## src/hdl/rwd_pkg.sv

```systemverilog
`default_nettype none
package rwd_pkg;
   // ****************************************
   // register map
   // ****************************************
   localparam logic [7:0]  ADDR_CMD    = 8'h00;
   localparam logic [7:0]  ADDR_CFG    = 8'h04;
   localparam logic [7:0]  ADDR_PERIOD = 8'h08;
   localparam logic [7:0]  ADDR_STAT   = 8'h0c;
   localparam logic [7:0]  ADDR_MASK   = 8'h10;
   localparam logic [7:0]  ADDR_RND    = 8'h14;
   // ****************************************
   // fields and reset values
   // ****************************************
   localparam int          CFG_WIN_BIT    = 1;
   localparam int          CFG_MODE_LSB   = 2;
   localparam int          CFG_INTCHK_BIT = 7;
   localparam logic [7:0]  CFG_RST        = 8'h02;
   localparam logic [15:0] PERIOD_RST     = 16'h0100;
   localparam int          ST_REFRESH     = 0;
   localparam int          ST_WD_FAIL     = 1;
   localparam int          ST_INT_FAIL    = 2;
   localparam logic [2:0]  STAT_RST       = 3'h0;
   localparam logic [2:0]  MASK_RST       = 3'h0;
   localparam logic [15:0] LFSR_SEED      = 16'hace1;
   // ****************************************
   // commands
   // ****************************************
   localparam logic [7:0]  OP_REFRESH  = 8'h5a;
   localparam logic [15:0] OP_RND_READ = 16'h1b00;
   // ****************************************
   // timing
   // ****************************************
   localparam int          CLK_PERIOD_NS = 100;
   localparam int          MS_TIME_NS    = 1000000;
   localparam int          TICK_CYCLES   = MS_TIME_NS / CLK_PERIOD_NS;
   localparam logic [1:0]  INT_PERIODS   = 2'h2;

   typedef enum logic [1:0] {RWD_SIMPLE, RWD_ADV1, RWD_ADV2, RWD_ADV4} rwd_mode_e;

   // bits of the inverted code expected in partial command idx
   function automatic logic [7:0] rwd_part_mask(input rwd_mode_e mode, input logic [1:0] idx);
      logic [7:0] m;
      m = 8'h00;
      unique case (mode)
         RWD_SIMPLE: m = 8'h00;
         RWD_ADV1:   m = 8'hff;
         RWD_ADV2:   m = (idx == 2'h0) ? 8'hf0 : 8'h0f;
         RWD_ADV4:   m = 8'hc0 >> {idx, 1'b0};
      endcase
      return m;
   endfunction : rwd_part_mask

   function automatic logic [1:0] rwd_last_idx(input rwd_mode_e mode);
      return (mode == RWD_ADV4) ? 2'h3 : (mode == RWD_ADV2) ? 2'h1 : 2'h0;
   endfunction : rwd_last_idx
endpackage : rwd_pkg
`default_nettype wire

```

## src/hdl/rwd_tmr_if.sv

```systemverilog
`timescale 1ns/1ns
`default_nettype none
interface rwd_tmr_if;
   logic        restart;
   logic [15:0] period_ms;
   logic        open_win;
   logic        period_end;
   modport ctl (output restart, output period_ms, input open_win, input period_end);
   modport tmr (input restart, input period_ms, output open_win, output period_end);
endinterface : rwd_tmr_if
`default_nettype wire

```

## src/hdl/rwd_watchdog.sv

```systemverilog
// Our own choices: register access over APB and the register addresses.
`timescale 1ns/1ns
`default_nettype none
// Function
// - one-command refresh is opcode plus inverted code; each refresh returns fresh code.
// - two-command refresh: upper inverted nibble first, then lower nibble, others zero.
// - second partial refresh returns a fresh random code for the next pair.
// - four-command refresh carries two inverted bits each, pairs 7:6 down to 1:0.
// - fourth partial refresh returns a fresh random code for next sequence.
// - interrupt register must be read within two watchdog periods of an interrupt; code fails at the second period end, and a refresh restarts the period.
// - interrupt-response supervision runs only when configuration bit 7 is set.
// - code read command returns random code in second response byte.
// - open window starts at half period and lasts to period end.
// - refresh before half period or missing refresh by period end forces reset.
module rwd_watchdog
   import rwd_pkg::*;
#(
   parameter int TICK_DIV = rwd_pkg::TICK_CYCLES
)(
   // clock and reset
   input  wire logic        clk,
   input  wire logic        sys_rst,
   // apb slave
   input  wire logic        psel,
   input  wire logic        penable,
   input  wire logic        pwrite,
   input  wire logic [7:0]  paddr,
   input  wire logic [31:0] pwdata,
   output logic      [31:0] prdata,
   output logic             pready,
   output logic             pslverr,
   // device events
   input  wire logic        int_event,
   input  wire logic        int_reg_read,
   // outputs
   output logic             irq,
   output logic             wd_reset_req
);
   import rwd_pkg::*;

   rwd_tmr_if   tif ();
   logic [7:0]  cfg;
   logic [15:0] period_ms;
   logic [2:0]  stat;
   logic [2:0]  mask;
   logic [7:0]  random_challenge_code;
   logic [15:0] miso;
   logic [7:0]  lfsr_code;
   logic [1:0]  part_idx;
   logic        part_bad;
   logic        int_pending;
   logic [1:0]  int_periods;
   rwd_mode_e   mode;
   logic        acc, wr, setup, mapped;
   logic        cmd_wr, refresh, rnd_read, part_ok, last, complete;
   logic        early, timeout, bad_code, int_fail, fail;
   logic [7:0]  expected;
   logic [2:0]  next_stat;

   // ****************************************
   // submodules
   // ****************************************
   rwd_timer #(.TICK_DIV(TICK_DIV)) u_timer (.clk(clk), .sys_rst(sys_rst), .tif(tif.tmr));
   rwd_lfsr u_lfsr (.clk(clk), .sys_rst(sys_rst), .code(lfsr_code));

   assign tif.period_ms = period_ms;
   assign tif.restart   = complete || fail;

   // ****************************************
   // apb decode
   // ****************************************
   assign setup  = psel && !penable;
   assign acc    = psel && penable && pready;
   assign wr     = acc && pwrite;
   assign mapped = (paddr == ADDR_CMD) || (paddr == ADDR_CFG) || (paddr == ADDR_PERIOD) ||
                   (paddr == ADDR_STAT) || (paddr == ADDR_MASK) || (paddr == ADDR_RND);

   always_ff @(posedge clk) begin
      if (sys_rst) begin
         pready  <= 1'b0;
         pslverr <= 1'b0;
      end else begin
         pready  <= setup;
         pslverr <= setup && !mapped;
      end
   end

   always_ff @(posedge clk) begin
      if (sys_rst) begin
         prdata <= 32'h0000_0000;
      end else if (setup && !pwrite) begin
         unique case (paddr)
            ADDR_CMD:    prdata <= {16'h0000, miso};
            ADDR_CFG:    prdata <= {24'h000000, cfg};
            ADDR_PERIOD: prdata <= {16'h0000, period_ms};
            ADDR_STAT:   prdata <= {28'h0000000, tif.open_win, stat};
            ADDR_MASK:   prdata <= {29'h00000000, mask};
            ADDR_RND:    prdata <= {24'h000000, random_challenge_code};
            default:     prdata <= 32'h0000_0000;
         endcase
      end
   end

   always_ff @(posedge clk) begin
      if (sys_rst) begin
         cfg       <= CFG_RST;
         period_ms <= PERIOD_RST;
         mask      <= MASK_RST;
      end else if (wr) begin
         if (paddr == ADDR_CFG) cfg <= pwdata[7:0];
         if (paddr == ADDR_PERIOD) period_ms <= pwdata[15:0];
         if (paddr == ADDR_MASK) mask <= pwdata[2:0];
      end
   end

   // ****************************************
   // refresh command check
   // ****************************************
   assign mode      = rwd_mode_e'(cfg[CFG_MODE_LSB +: 2]);
   assign cmd_wr    = wr && (paddr == ADDR_CMD);
   assign refresh   = cmd_wr && (pwdata[15:8] == OP_REFRESH);
   assign rnd_read  = cmd_wr && (pwdata[15:0] == OP_RND_READ);
   assign expected  = ~random_challenge_code & rwd_part_mask(mode, part_idx);
   assign part_ok   = (pwdata[7:0] == expected);
   assign last      = (part_idx == rwd_last_idx(mode));
   assign complete  = refresh && last;
   assign early     = complete && cfg[CFG_WIN_BIT] && !tif.open_win;
   assign bad_code  = complete && (part_bad || !part_ok);
   assign timeout   = tif.period_end && !complete;
   assign fail      = early || bad_code || timeout || int_fail;

   always_ff @(posedge clk) begin
      if (sys_rst || complete || fail) begin
         part_idx <= 2'h0;
         part_bad <= 1'b0;
      end else if (refresh) begin
         part_idx <= part_idx + 2'h1;
         part_bad <= part_bad || !part_ok;
      end
   end

   // fresh code on every completed refresh outside RWD_SIMPLE mode and after a failure
   always_ff @(posedge clk) begin
      if (sys_rst) begin
         random_challenge_code <= 8'h00;
      end else if ((complete && mode != RWD_SIMPLE) || fail) begin
         random_challenge_code <= lfsr_code;
      end
   end

   always_ff @(posedge clk) begin
      if (sys_rst) begin
         miso <= 16'h0000;
      end else if (complete && mode != RWD_SIMPLE) begin
         miso <= {8'h00, lfsr_code};
      end else if (rnd_read) begin
         miso <= {8'h00, random_challenge_code};
      end else if (cmd_wr) begin
         miso <= 16'h0000;
      end
   end

   always_ff @(posedge clk) begin
      if (sys_rst) begin
         wd_reset_req <= 1'b0;
      end else begin
         wd_reset_req <= fail;
      end
   end

   // ****************************************
   // interrupt response supervision
   // ****************************************
   assign int_fail = int_pending && tif.period_end && (int_periods == INT_PERIODS - 2'h1);

   always_ff @(posedge clk) begin
      if (sys_rst || !cfg[CFG_INTCHK_BIT]) begin
         int_pending <= 1'b0;
         int_periods <= 2'h0;
      end else if (int_event) begin
         int_pending <= 1'b1;
         int_periods <= 2'h0;
      end else if (int_reg_read || int_fail) begin
         int_pending <= 1'b0;
      end else if (int_pending && tif.period_end) begin
         int_periods <= int_periods + 2'h1;
      end
   end

   // ****************************************
   // status and interrupt
   // ****************************************
   always_comb begin
      next_stat = stat;
      if (wr && paddr == ADDR_STAT) next_stat = stat & ~pwdata[2:0];
      if (complete && !fail) next_stat[ST_REFRESH] = 1'b1;
      if (fail) next_stat[ST_WD_FAIL] = 1'b1;
      if (int_fail) next_stat[ST_INT_FAIL] = 1'b1;
   end

   always_ff @(posedge clk) begin
      if (sys_rst) begin
         stat <= STAT_RST;
         irq  <= 1'b0;
      end else begin
         stat <= next_stat;
         irq  <= |(next_stat & ((wr && paddr == ADDR_MASK) ? pwdata[2:0] : mask));
      end
   end

   // ****************************************
   // assertions
   // ****************************************
   AST_FRESH_CODE: assert property (@(posedge clk) disable iff (sys_rst)
      (complete && mode == RWD_ADV1) |=> (miso[7:0] == random_challenge_code) && (miso[15:8] == 8'h00))
      else $error("single refresh did not return new code");
   AST_WIN_EARLY: assert property (@(posedge clk) disable iff (sys_rst)
      (complete && cfg[CFG_WIN_BIT] && !tif.open_win) |=> wd_reset_req)
      else $error("early refresh did not reset");
   AST_NIBBLE: assert property (@(posedge clk) disable iff (sys_rst)
      (refresh && !fail && mode == RWD_ADV2 && part_idx == 2'h0 && pwdata[3:0] != 4'h0) |=> part_bad)
      else $error("low nibble of first partial not checked");
   AST_PAIR_DONE: assert property (@(posedge clk) disable iff (sys_rst)
      (refresh && mode == RWD_ADV2 && part_idx == 2'h1) |=> (part_idx == 2'h0) && (miso[7:0] == random_challenge_code))
      else $error("second partial did not complete pair");
   AST_QUAD_STEP: assert property (@(posedge clk) disable iff (sys_rst)
      (refresh && !fail && mode == RWD_ADV4 && part_idx != 2'h3) |=> part_idx == $past(part_idx) + 2'h1)
      else $error("partial index did not advance");
   AST_QUAD_CODE: assert property (@(posedge clk) disable iff (sys_rst)
      (complete && mode == RWD_ADV4) |=> (miso[7:0] == random_challenge_code) && (part_idx == 2'h0))
      else $error("fourth partial did not return new code");
   AST_INT_LATE: assert property (@(posedge clk) disable iff (sys_rst)
      int_fail |=> wd_reset_req && stat[ST_INT_FAIL] && !int_pending)
      else $error("late interrupt read not reported");
   AST_INT_OFF: assert property (@(posedge clk) disable iff (sys_rst)
      !cfg[CFG_INTCHK_BIT] |=> !int_pending)
      else $error("supervision active while disabled");
   AST_RND_READ: assert property (@(posedge clk) disable iff (sys_rst)
      (rnd_read && !fail) |=> miso == {8'h00, $past(random_challenge_code)})
      else $error("code read returned wrong byte");
   AST_TIMEOUT: assert property (@(posedge clk) disable iff (sys_rst)
      timeout |=> wd_reset_req ##1 !wd_reset_req)
      else $error("missing refresh did not reset");
   AST_BAD_CODE: assert property (@(posedge clk) disable iff (sys_rst)
      (complete && !part_ok) |=> wd_reset_req && stat[ST_WD_FAIL])
      else $error("wrong code not treated as failure");

   // ****************************************
   // bus assertions
   // ****************************************
   AST_PREADY_SETUP: assert property (@(posedge clk) disable iff (sys_rst)
      (psel && !penable) |=> pready)
      else $error("setup phase not answered");
   AST_PREADY_PULSE: assert property (@(posedge clk) disable iff (sys_rst)
      pready |=> !pready)
      else $error("ready held past the access cycle");
   AST_SLVERR_QUAL: assert property (@(posedge clk) disable iff (sys_rst)
      pslverr |-> pready)
      else $error("error response without ready");
   AST_UNMAPPED_WR: assert property (@(posedge clk) disable iff (sys_rst)
      (wr && !mapped) |=> $stable(cfg) && $stable(period_ms) && $stable(mask))
      else $error("write to unmapped address changed a register");
   AST_PERIOD_WR: assert property (@(posedge clk) disable iff (sys_rst)
      (wr && paddr == ADDR_PERIOD) |=> period_ms == $past(pwdata[15:0]))
      else $error("period write lost");

   // ****************************************
   // refresh assertions
   // ****************************************
   AST_CODE_HOLD: assert property (@(posedge clk) disable iff (sys_rst)
      (!complete && !fail) |=> $stable(random_challenge_code))
      else $error("code changed between refreshes");
   AST_PART_RESTART: assert property (@(posedge clk) disable iff (sys_rst)
      fail |=> (part_idx == 2'h0) && !part_bad)
      else $error("failure left a partial sequence open");
   AST_WIN_OK: assert property (@(posedge clk) disable iff (sys_rst)
      (complete && tif.open_win && part_ok && !part_bad && !int_fail) |=> !wd_reset_req)
      else $error("refresh in open window rejected");
   AST_REFRESH_OK: assert property (@(posedge clk) disable iff (sys_rst)
      (complete && !fail) |=> stat[ST_REFRESH])
      else $error("good refresh not reported");
   AST_MISO_CLEAR: assert property (@(posedge clk) disable iff (sys_rst)
      (cmd_wr && !refresh && !rnd_read) |=> miso == 16'h0000)
      else $error("other command left response word");

   // ****************************************
   // interrupt assertions
   // ****************************************
   AST_INT_ARM: assert property (@(posedge clk) disable iff (sys_rst)
      (cfg[CFG_INTCHK_BIT] && int_event) |=> int_pending && (int_periods == 2'h0))
      else $error("interrupt not armed");
   AST_INT_CLEAR: assert property (@(posedge clk) disable iff (sys_rst)
      (int_reg_read && !int_event) |=> !int_pending)
      else $error("register read did not end supervision");
   AST_IRQ_LEVEL: assert property (@(posedge clk) disable iff (sys_rst)
      irq == |(stat & mask))
      else $error("interrupt output does not follow status");
endmodule : rwd_watchdog
`default_nettype wire

```

## src/hdl/rwd_lfsr.sv

```systemverilog
`timescale 1ns/1ns
`default_nettype none
module rwd_lfsr
   import rwd_pkg::*;
(
   // clock and reset
   input  wire logic       clk,
   input  wire logic       sys_rst,
   // free-running code
   output logic      [7:0] code
);
   logic [15:0] state;

   // ****************************************
   // free-running generator, sampled on demand
   // ****************************************
   always_ff @(posedge clk) begin
      if (sys_rst) begin
         state <= LFSR_SEED;
      end else begin
         state <= {state[14:0], state[15] ^ state[13] ^ state[12] ^ state[10]};
      end
   end

   always_ff @(posedge clk) begin
      if (sys_rst) begin
         code <= 8'h00;
      end else begin
         code <= state[7:0];
      end
   end
endmodule : rwd_lfsr
`default_nettype wire

```

## src/hdl/rwd_timer.sv

```systemverilog
`timescale 1ns/1ns
`default_nettype none
module rwd_timer
   import rwd_pkg::*;
#(
   parameter int TICK_DIV = TICK_CYCLES
)(
   // clock and reset
   input  wire logic clk,
   input  wire logic sys_rst,
   // control side
   rwd_tmr_if.tmr    tif
);
   logic [15:0] div_cnt;
   logic        ms_tick;
   logic [15:0] ms_cnt;
   logic [15:0] period;

   assign period = (tif.period_ms == 16'h0000) ? 16'h0001 : tif.period_ms;

   // ****************************************
   // millisecond enable
   // ****************************************
   always_ff @(posedge clk) begin
      if (sys_rst || tif.restart) begin
         div_cnt <= 16'h0000;
         ms_tick <= 1'b0;
      end else begin
         ms_tick <= (div_cnt == 16'(TICK_DIV - 1));
         div_cnt <= (div_cnt == 16'(TICK_DIV - 1)) ? 16'h0000 : div_cnt + 16'h0001;
      end
   end

   // ****************************************
   // period counter and open window
   // ****************************************
   always_ff @(posedge clk) begin
      if (sys_rst || tif.restart) begin
         ms_cnt         <= 16'h0000;
         tif.period_end <= 1'b0;
      end else begin
         tif.period_end <= ms_tick && (ms_cnt == period - 16'h0001);
         if (ms_tick) begin
            ms_cnt <= (ms_cnt == period - 16'h0001) ? 16'h0000 : ms_cnt + 16'h0001;
         end
      end
   end

   assign tif.open_win = (ms_cnt >= (period >> 1));

   AST_WIN_HALF: assert property (@(posedge clk) disable iff (sys_rst)
      (ms_tick && !tif.restart && ms_cnt == (period >> 1) - 16'h0001) |=> tif.open_win)
      else $error("window not open at half period");
endmodule : rwd_timer
`default_nettype wire

```

## config.mk

```make
export PLATFORM = sky130hd
export DESIGN_NAME = rwd_watchdog
export DESIGN_NICKNAME = d
export VERILOG_FILES = /design/src/hdl/rwd_pkg.sv /design/src/hdl/rwd_tmr_if.sv /design/src/hdl/rwd_watchdog.sv /design/src/hdl/rwd_lfsr.sv /design/src/hdl/rwd_timer.sv
export SDC_FILE = /design/constraint.sdc
export NUM_CORES = 1
export LEC_CHECK = 0
export BUFFER_PORTS_ARGS = -buffer_cell sky130_fd_sc_hd__buf_2
export CORE_MARGIN = 2
export CORE_UTILIZATION = 58
export DETAILED_ROUTE_END_ITERATION = 12
export PLACE_DENSITY = 0.82
export SYNTH_ARGS = -nofsm -noshare
export SYNTH_HDL_FRONTEND = slang
export SYNTH_HIERARCHICAL = 1
export SYNTH_SLANG_ARGS = --single-unit
```

## constraint.sdc

```tcl
create_clock -name clk -period 3.8 [get_ports clk]
set_clock_uncertainty 0.2 [all_clocks]
set_input_delay 0.76 -clock clk [delete_from_list [all_inputs] [get_ports clk]]
set_output_delay 0.76 -clock clk [all_outputs]
set_load 0.02 [all_outputs]
```

==> results.txt, run 1 <==
outcome: complete, no violations
Synth Register Bits: 125
Most Crowded Layer GR: met2
drt drc: 0
antenna violations before repair: 0
clock sinks: 125
met3 global-route usage: 5.90%
post-route cell area: 7520 um2
maximum vdd ir drop: 357 uV
worst skew pair latency: 0.42 ns
post-synthesis sequential area ratio: 37.9%
Worst Setup Start Kind: register
Critical Path AT: 3.64 ns
I/O Pins: 83
Post-CTS Resized: 0
area of the mapped netlist: 6610 um2
worst setup margin: 0.265 ns
Gate Count Post-Synth: 752
Max Root-Sink Buffers: 2
via count: 5699
met2 Usage GRT: 45.0%
Synth Flop Type: dfxtp_1
drt first pass iters: 5
crit-path max FO: 13
post-route ant nets: 0
Tmin final: 3.53 ns
area delta synth->final: 13.8%
most frequent cells in the layout: dfxtp_1, nand2_1, nor2_1
fraction of the cycle the final worst path needs: 93.0%
CP Data Required Time: 3.91 ns
worst slew pin tran: 0.641 ns
Site Rows: 38
Setup Fix Bufs, Post-CTS: 0
Placeable Area: 11000 um2
total gr overflow: 0
PD cells: 402 nW/um2
Multi-input gate area: 3750 um2
Antenna Diode Count: 0
fin nets: 873
Pleak: 2.87 nW
Layout fillers: 870
Final Hold Fails: 0
max_slew headroom: 56.7%
clock buffer count from CTS: 17
Initial Utilization: 60.2%
final core utilization: 68.5%
share of post-route cells with drive strength above 1: 16.7%
Hold-fix buffers, CTS: 0
average cell area after synthesis: 8.79 um2
CP Class: register to register
largest net degree at the start of global routing: 37
CTS root buffer: clkbuf_16
WL final: 16200 um
Cell Area, Placed: 6950 um2
largest area contributor in the netlist: dfxtp_1
Horiz. Die Dim: 111 um
Async SR Flop Fraction: 0%
GP Congestion: 0.972
post-placement cell count: 924
die height: 111 um
Die ar.: 12300 um2
most common cell after layout, fill and taps aside: dfxtp_1
EDFF count, synth: 0
MaxCap Viol Count: 0
first-pass GRT wire length: 27200 um
vias in the first global route: 5548
aggregate global-route resource usage: 27.3%
DR iter-0 viols: 544
Final TNS setup: 0 ns
Pins Over Slew Limit: 0
FF/Latch Area: 2500 um2
wire per inst: 16.9 um
post-route insts no fill: 956
share of the synthesized area in the top cell type: 37.9%
Final Setup Violations: 0
Clock Pin Slew Worst Setup and Hold Paths: 0.06 ns
synth top area cells: dfxtp_1, nand2_1, ha_1
RSZ-0062 raised after global routing: no
port buffer count: 50
worst hold path class: register to register
H-tree lvl count: 4
vias per std cell: 5.96
Unique masters post-synth: 70
Place WS: 0.303 ns
f_max: 283 MHz
Yosys warnings: 6
clock tree from TritonCTS: built
Crit. End Element: register
GRT met1 Usage: 34.2%
DP HPWL: 11800 um
[metrics by stage]
stage                     power, mW  hold WS [ns]
after floorplan                1.46         0.183
after global routing           3.12         0.234
after global placement         1.49         0.191
after detailed placement       1.49         0.197
after CTS                      3.04         0.215
final                          3.02         0.212
[Yosys cell counts, types with 8 or more instances]
cell	n
nand2b_1	10
clkbuf_1	22
a22o_1	13
a22oi_1	22
nor4_1	9
dfxtp_1	125
a21oi_1	44
o211ai_1	8
nand2_1	82
mux2i_1	17
and3_1	11
nor2_2	11
nor2b_1	9
nand4_1	14
buf_4	21
nor3_1	12
nor2_1	68
nand3_1	20
o21ai_0	8
inv_1	35
xnor2_1	29
ha_1	23
xor2_1	30
[power breakdown]
part	internal (mW)	switching, mW	total (mW)
logic	0.0423	0.0838	0.126
clock network	0.955	0.601	1.56
registers	1.33	0.00989	1.34
[path summary, 6_finish.rpt]
check / from / end / cells past startpoint / slack (ns)
min reg2reg: u_lfsr/state[9] / u_lfsr/state[10] / 1 / 0.21
max reg2reg: period_ms[0] / u_timer/ms_cnt[15] / 12 / 0.27
max: period_ms[0] / u_timer/ms_cnt[15] / 12 / 0.27
min: u_lfsr/state[9] / u_lfsr/state[10] / 1 / 0.21
[metal layers]
metal  up-vias  routed length, um  share of wire (%)
met5         -                  0                  0
met2       255               7720                 48
li1       2718                  -                  -
met1      2690               6880                 43
met3        36               1210                7.5
met4         0                369                2.3
[sequential cells by signal (all words and copies together) (netlist names), 8 cells and up]
| name | flops |
|---|---|
| cfg | 8 |
| miso | 8 |
| period_ms | 16 |
| prdata | 16 |
| random_challenge_code | 8 |
| u_lfsr/state | 16 |
| u_timer/div_cnt | 16 |
| u_timer/ms_cnt | 16 |
[layout make-up]
class | count | area share [%]
Clock inverter | 11 | 1.43
Inverter | 35 | 1.75
Tap cell | 140 | 2.33
Sequential cell | 125 | 33.3
Timing Repair Buffer | 67 | 5.19
Clock buffer | 21 | 6.25
Multi-Input combinational cell | 557 | 49.8
[cell families after synthesis]
family	after synthesis	share of synthesized area (%)
muxes	21	3.94
buffers and inverters	85	6.32
DFF	125	37.9
other	1	0.0567
adders and majority gates	23	4.35
AOI/OAI and AO/OA	135	14.7
and+or+nand+nor	303	24.9
xor gates and xnor gates	59	7.82
[critical path, stage by stage, from the launching register on]
cell	delay, ns
dfxtp_1	0.38
or4_1	0.59
nor2_1	0.25
nor2_1	0.07
ha_1	0.23
nor3b_2	0.21
nand4_1	0.14
xnor2_1	0.13
o211ai_1	0.11
or4b_4	0.60
o31ai_4	0.27
buf_12	0.18
nor2_1	0.06
No activity file was read; power rests on OpenSTA's default activity.
==> run 2, diff against run 1 <==
--- a/config.mk
+++ b/config.mk
@@ -7,9 +7,9 @@
 export LEC_CHECK = 0
 export BUFFER_PORTS_ARGS = -buffer_cell sky130_fd_sc_hd__buf_2
 export CORE_MARGIN = 2
-export CORE_UTILIZATION = 58
+export CORE_UTILIZATION = 47
 export DETAILED_ROUTE_END_ITERATION = 12
-export PLACE_DENSITY = 0.82
+export PLACE_DENSITY = 0.69
 export SYNTH_ARGS = -nofsm -noshare
 export SYNTH_HDL_FRONTEND = slang
 export SYNTH_HIERARCHICAL = 1
==> results.txt, run 2 (synthesized netlist as in run 1, its figures left out) <==
clock buffer count from CTS: 17 (unchanged)
worst hold path class: register to register (unchanged)
worst skew pair latency: 0.43 ns (was 0.42 ns)
H-tree lvl count: 4 (unchanged)
Initial Utilization: 47.8% (was 60.2%)
PD cells: 397 nW/um2 (was 402 nW/um2)
f_max: 285 MHz (was 283 MHz)
Placeable Area: 13800 um2 (was 11000 um2)
Site Rows: 43 (was 38)
cell mode on critical path: nor2_1 (unchanged)
met2 WL: 7430 um (was 7720 um)
drt drc: 0 (unchanged)
cell-by-cell trace of the critical path: or4_1 -> nor2_1 -> nor2_1 -> ha_1 -> nor3b_2 -> nand4_1 -> xnor2_1 -> o211ai_1 -> or4b_4 -> o31ai_4 -> buf_12 -> nor2_1 (unchanged)
FF-to-FF Start: period_ms[1] (was period_ms[0])
antenna violations before repair: 1 (was 0)
Internal: 2.24 mW (was 2.33 mW)
CP Data Required Time: 3.92 ns (was 3.91 ns)
Critical Path Stages: 12 (unchanged)
share of post-route cells with drive strength above 1: 16.9% (was 16.7%)
met1 wire length: 7350 um (was 6880 um)
crit path from: period_ms[1] (was period_ms[0])
post-route ant nets: 0 (unchanged)
wire per inst: 16.3 um (was 16.9 um)
CP peak stage delay: 0.60 ns (about the same)
R2R setup slack: 0.29 ns (was 0.27 ns)
fraction of the cycle the final worst path needs: 92.4% (was 93.0%)
outcome: complete, no violations (unchanged)
crit-path max FO: 13 (unchanged)
port buffer count: 50 (unchanged)
CP Capture Point: u_timer/ms_cnt[15] (unchanged)
highest metal layer with signal wires: met5 (was met4)
DP HPWL: 12100 um (was 11800 um)
Final Setup Violations: 0 (unchanged)
Pleak: 2.88 nW (was 2.87 nW)
drt first pass iters: 5 (unchanged)
Tmin final: 3.51 ns (was 3.53 ns)
die height: 123 um (was 111 um)
CTS root buffer: clkbuf_16 (unchanged)
Hold-fix buffers, CTS: 0 (unchanged)
first-pass GRT wire length: 26300 um (was 27200 um)
post-route cell area: 7570 um2 (was 7520 um2)
sw frac: 25.2% (was 23.0%)
maximum vdd ir drop: 295 uV (was 357 uV)
Gate power share: 4.2% (about the same)
Bufs and invs on worst path: 1 (unchanged)
WL final: 16200 um (about the same)
aggregate global-route resource usage: 22.6% (was 27.3%)
Final TNS setup: 0 ns (unchanged)
post-route insts no fill: 997 (was 956)
Worst Setup Start Kind: register (unchanged)
vias in the first global route: 5316 (was 5548)
Post-CTS Resized: 0 (unchanged)
worst slew pin tran: 0.714 ns (was 0.641 ns)
GP Congestion: 0.937 (was 0.972)
CP Class: register to register (unchanged)
met3 WL: 990 um (was 1210 um)
RSZ-0062 raised after global routing: no (unchanged)
Final Hold Fails: 0 (unchanged)
fin nets: 874 (was 873)
Clock Pin Slew Worst Setup and Hold Paths: 0.06 ns (about the same)
share of power burned in registers: 44.6% (was 44.3%)
DR iter-0 viols: 425 (was 544)
Worst path slowest cell: or4b_4 (unchanged)
via count: 5584 (was 5699)
I/O Pins: 83 (unchanged)
Cell Area, Placed: 7000 um2 (was 6950 um2)
MaxCap Viol Count: 0 (unchanged)
Max Root-Sink Buffers: 2 (unchanged)
Clock Power Share: 51.2% (was 51.5%)
Critical Path AT: 3.63 ns (was 3.64 ns)
Reg-to-Reg End: u_timer/ms_cnt[15] (unchanged)
hold path depth: 1 (unchanged)
max_slew headroom: 51.7% (was 56.7%)
area delta synth->final: 14.5% (was 13.8%)
clock tree from TritonCTS: built (unchanged)
CP top delay family: simple AND/OR/NAND/NOR gates (unchanged)
Pins Over Slew Limit: 0 (unchanged)
most frequent cells in the layout: dfxtp_1, nand2_1, nor2_1 (unchanged)
Die ar.: 15000 um2 (was 12300 um2)
largest net degree at the start of global routing: 65 (was 37)
R2R depth: 12 (unchanged)
Setup Fix Bufs, Post-CTS: 0 (unchanged)
Crit. End Element: register (unchanged)
total gr overflow: 0 (unchanged)
post-placement cell count: 965 (was 924)
Horiz. Die Dim: 123 um (was 111 um)
Antenna Diode Count: 0 (unchanged)
vias per std cell: 5.60 (was 5.96)
clock sinks: 125 (unchanged)
Sw Pwr: 758 uW (was 694 uW)
most common cell after layout, fill and taps aside: dfxtp_1 (unchanged)
[run 2: cell type report]
cell class                      instances  area [um2]
Fill cell                            1258        6260
Multi-Input combinational cell        557        3750
Timing Repair Buffer                   68         398
Sequential cell                       125        2500
Clock buffer                           18         439
Tap cell                              180         225
Clock inverter                         14         125
Inverter                               35         131
[run 2: how the worst min path moves through the flow]
stage                     startpoint          endpoint  slack [ns]
floorplan            u_lfsr/state[9]  u_lfsr/state[10]        0.18
global placement    u_lfsr/state[14]  u_lfsr/state[15]        0.19
detailed placement  u_lfsr/state[14]  u_lfsr/state[15]        0.19
CTS                  u_lfsr/state[9]  u_lfsr/state[10]        0.21
global route         u_lfsr/state[9]  u_lfsr/state[10]        0.22
finish               u_lfsr/state[9]  u_lfsr/state[10]        0.21
[run 2: power groups by stage]
stage	Sequential [mW]	Combinational, mW	Clock [mW]
6_report	1.34	0.125	1.54
5_1_grt	1.34	0.137	1.62
4_1_cts	1.34	0.124	1.56
3_5_place_dp	1.37	0.124	0
3_3_place_gp	1.37	0.121	0
2_1_floorplan	1.37	0.0952	0
[run 2: metrics by stage]
stage / power (mW) / worst slack, ns / utilization (%) / hold WS [ns]
finish: 3.00 / 0.290 / 54.7 / 0.211
global route: 3.10 / 0.0826 / 54.7 / 0.223
CTS: 3.03 / 0.292 / 54.7 / 0.214
detailed placement: 1.49 / 0.313 / 50.7 / 0.193
global placement: 1.49 / 0.337 / 50.7 / 0.193
floorplan: 1.46 / 0.514 / - / 0.183
[run 2: routing by layer]
| layer | up-vias | GRT usage [%] |
|---|---|---|
| met3 | 41 | 4.83 |
| met1 | 2656 | 29.5 |
| met4 | 2 | 10.6 |
| li1 | 2721 | - |
| met2 | 164 | 35.6 |
| met5 | - | 0 |
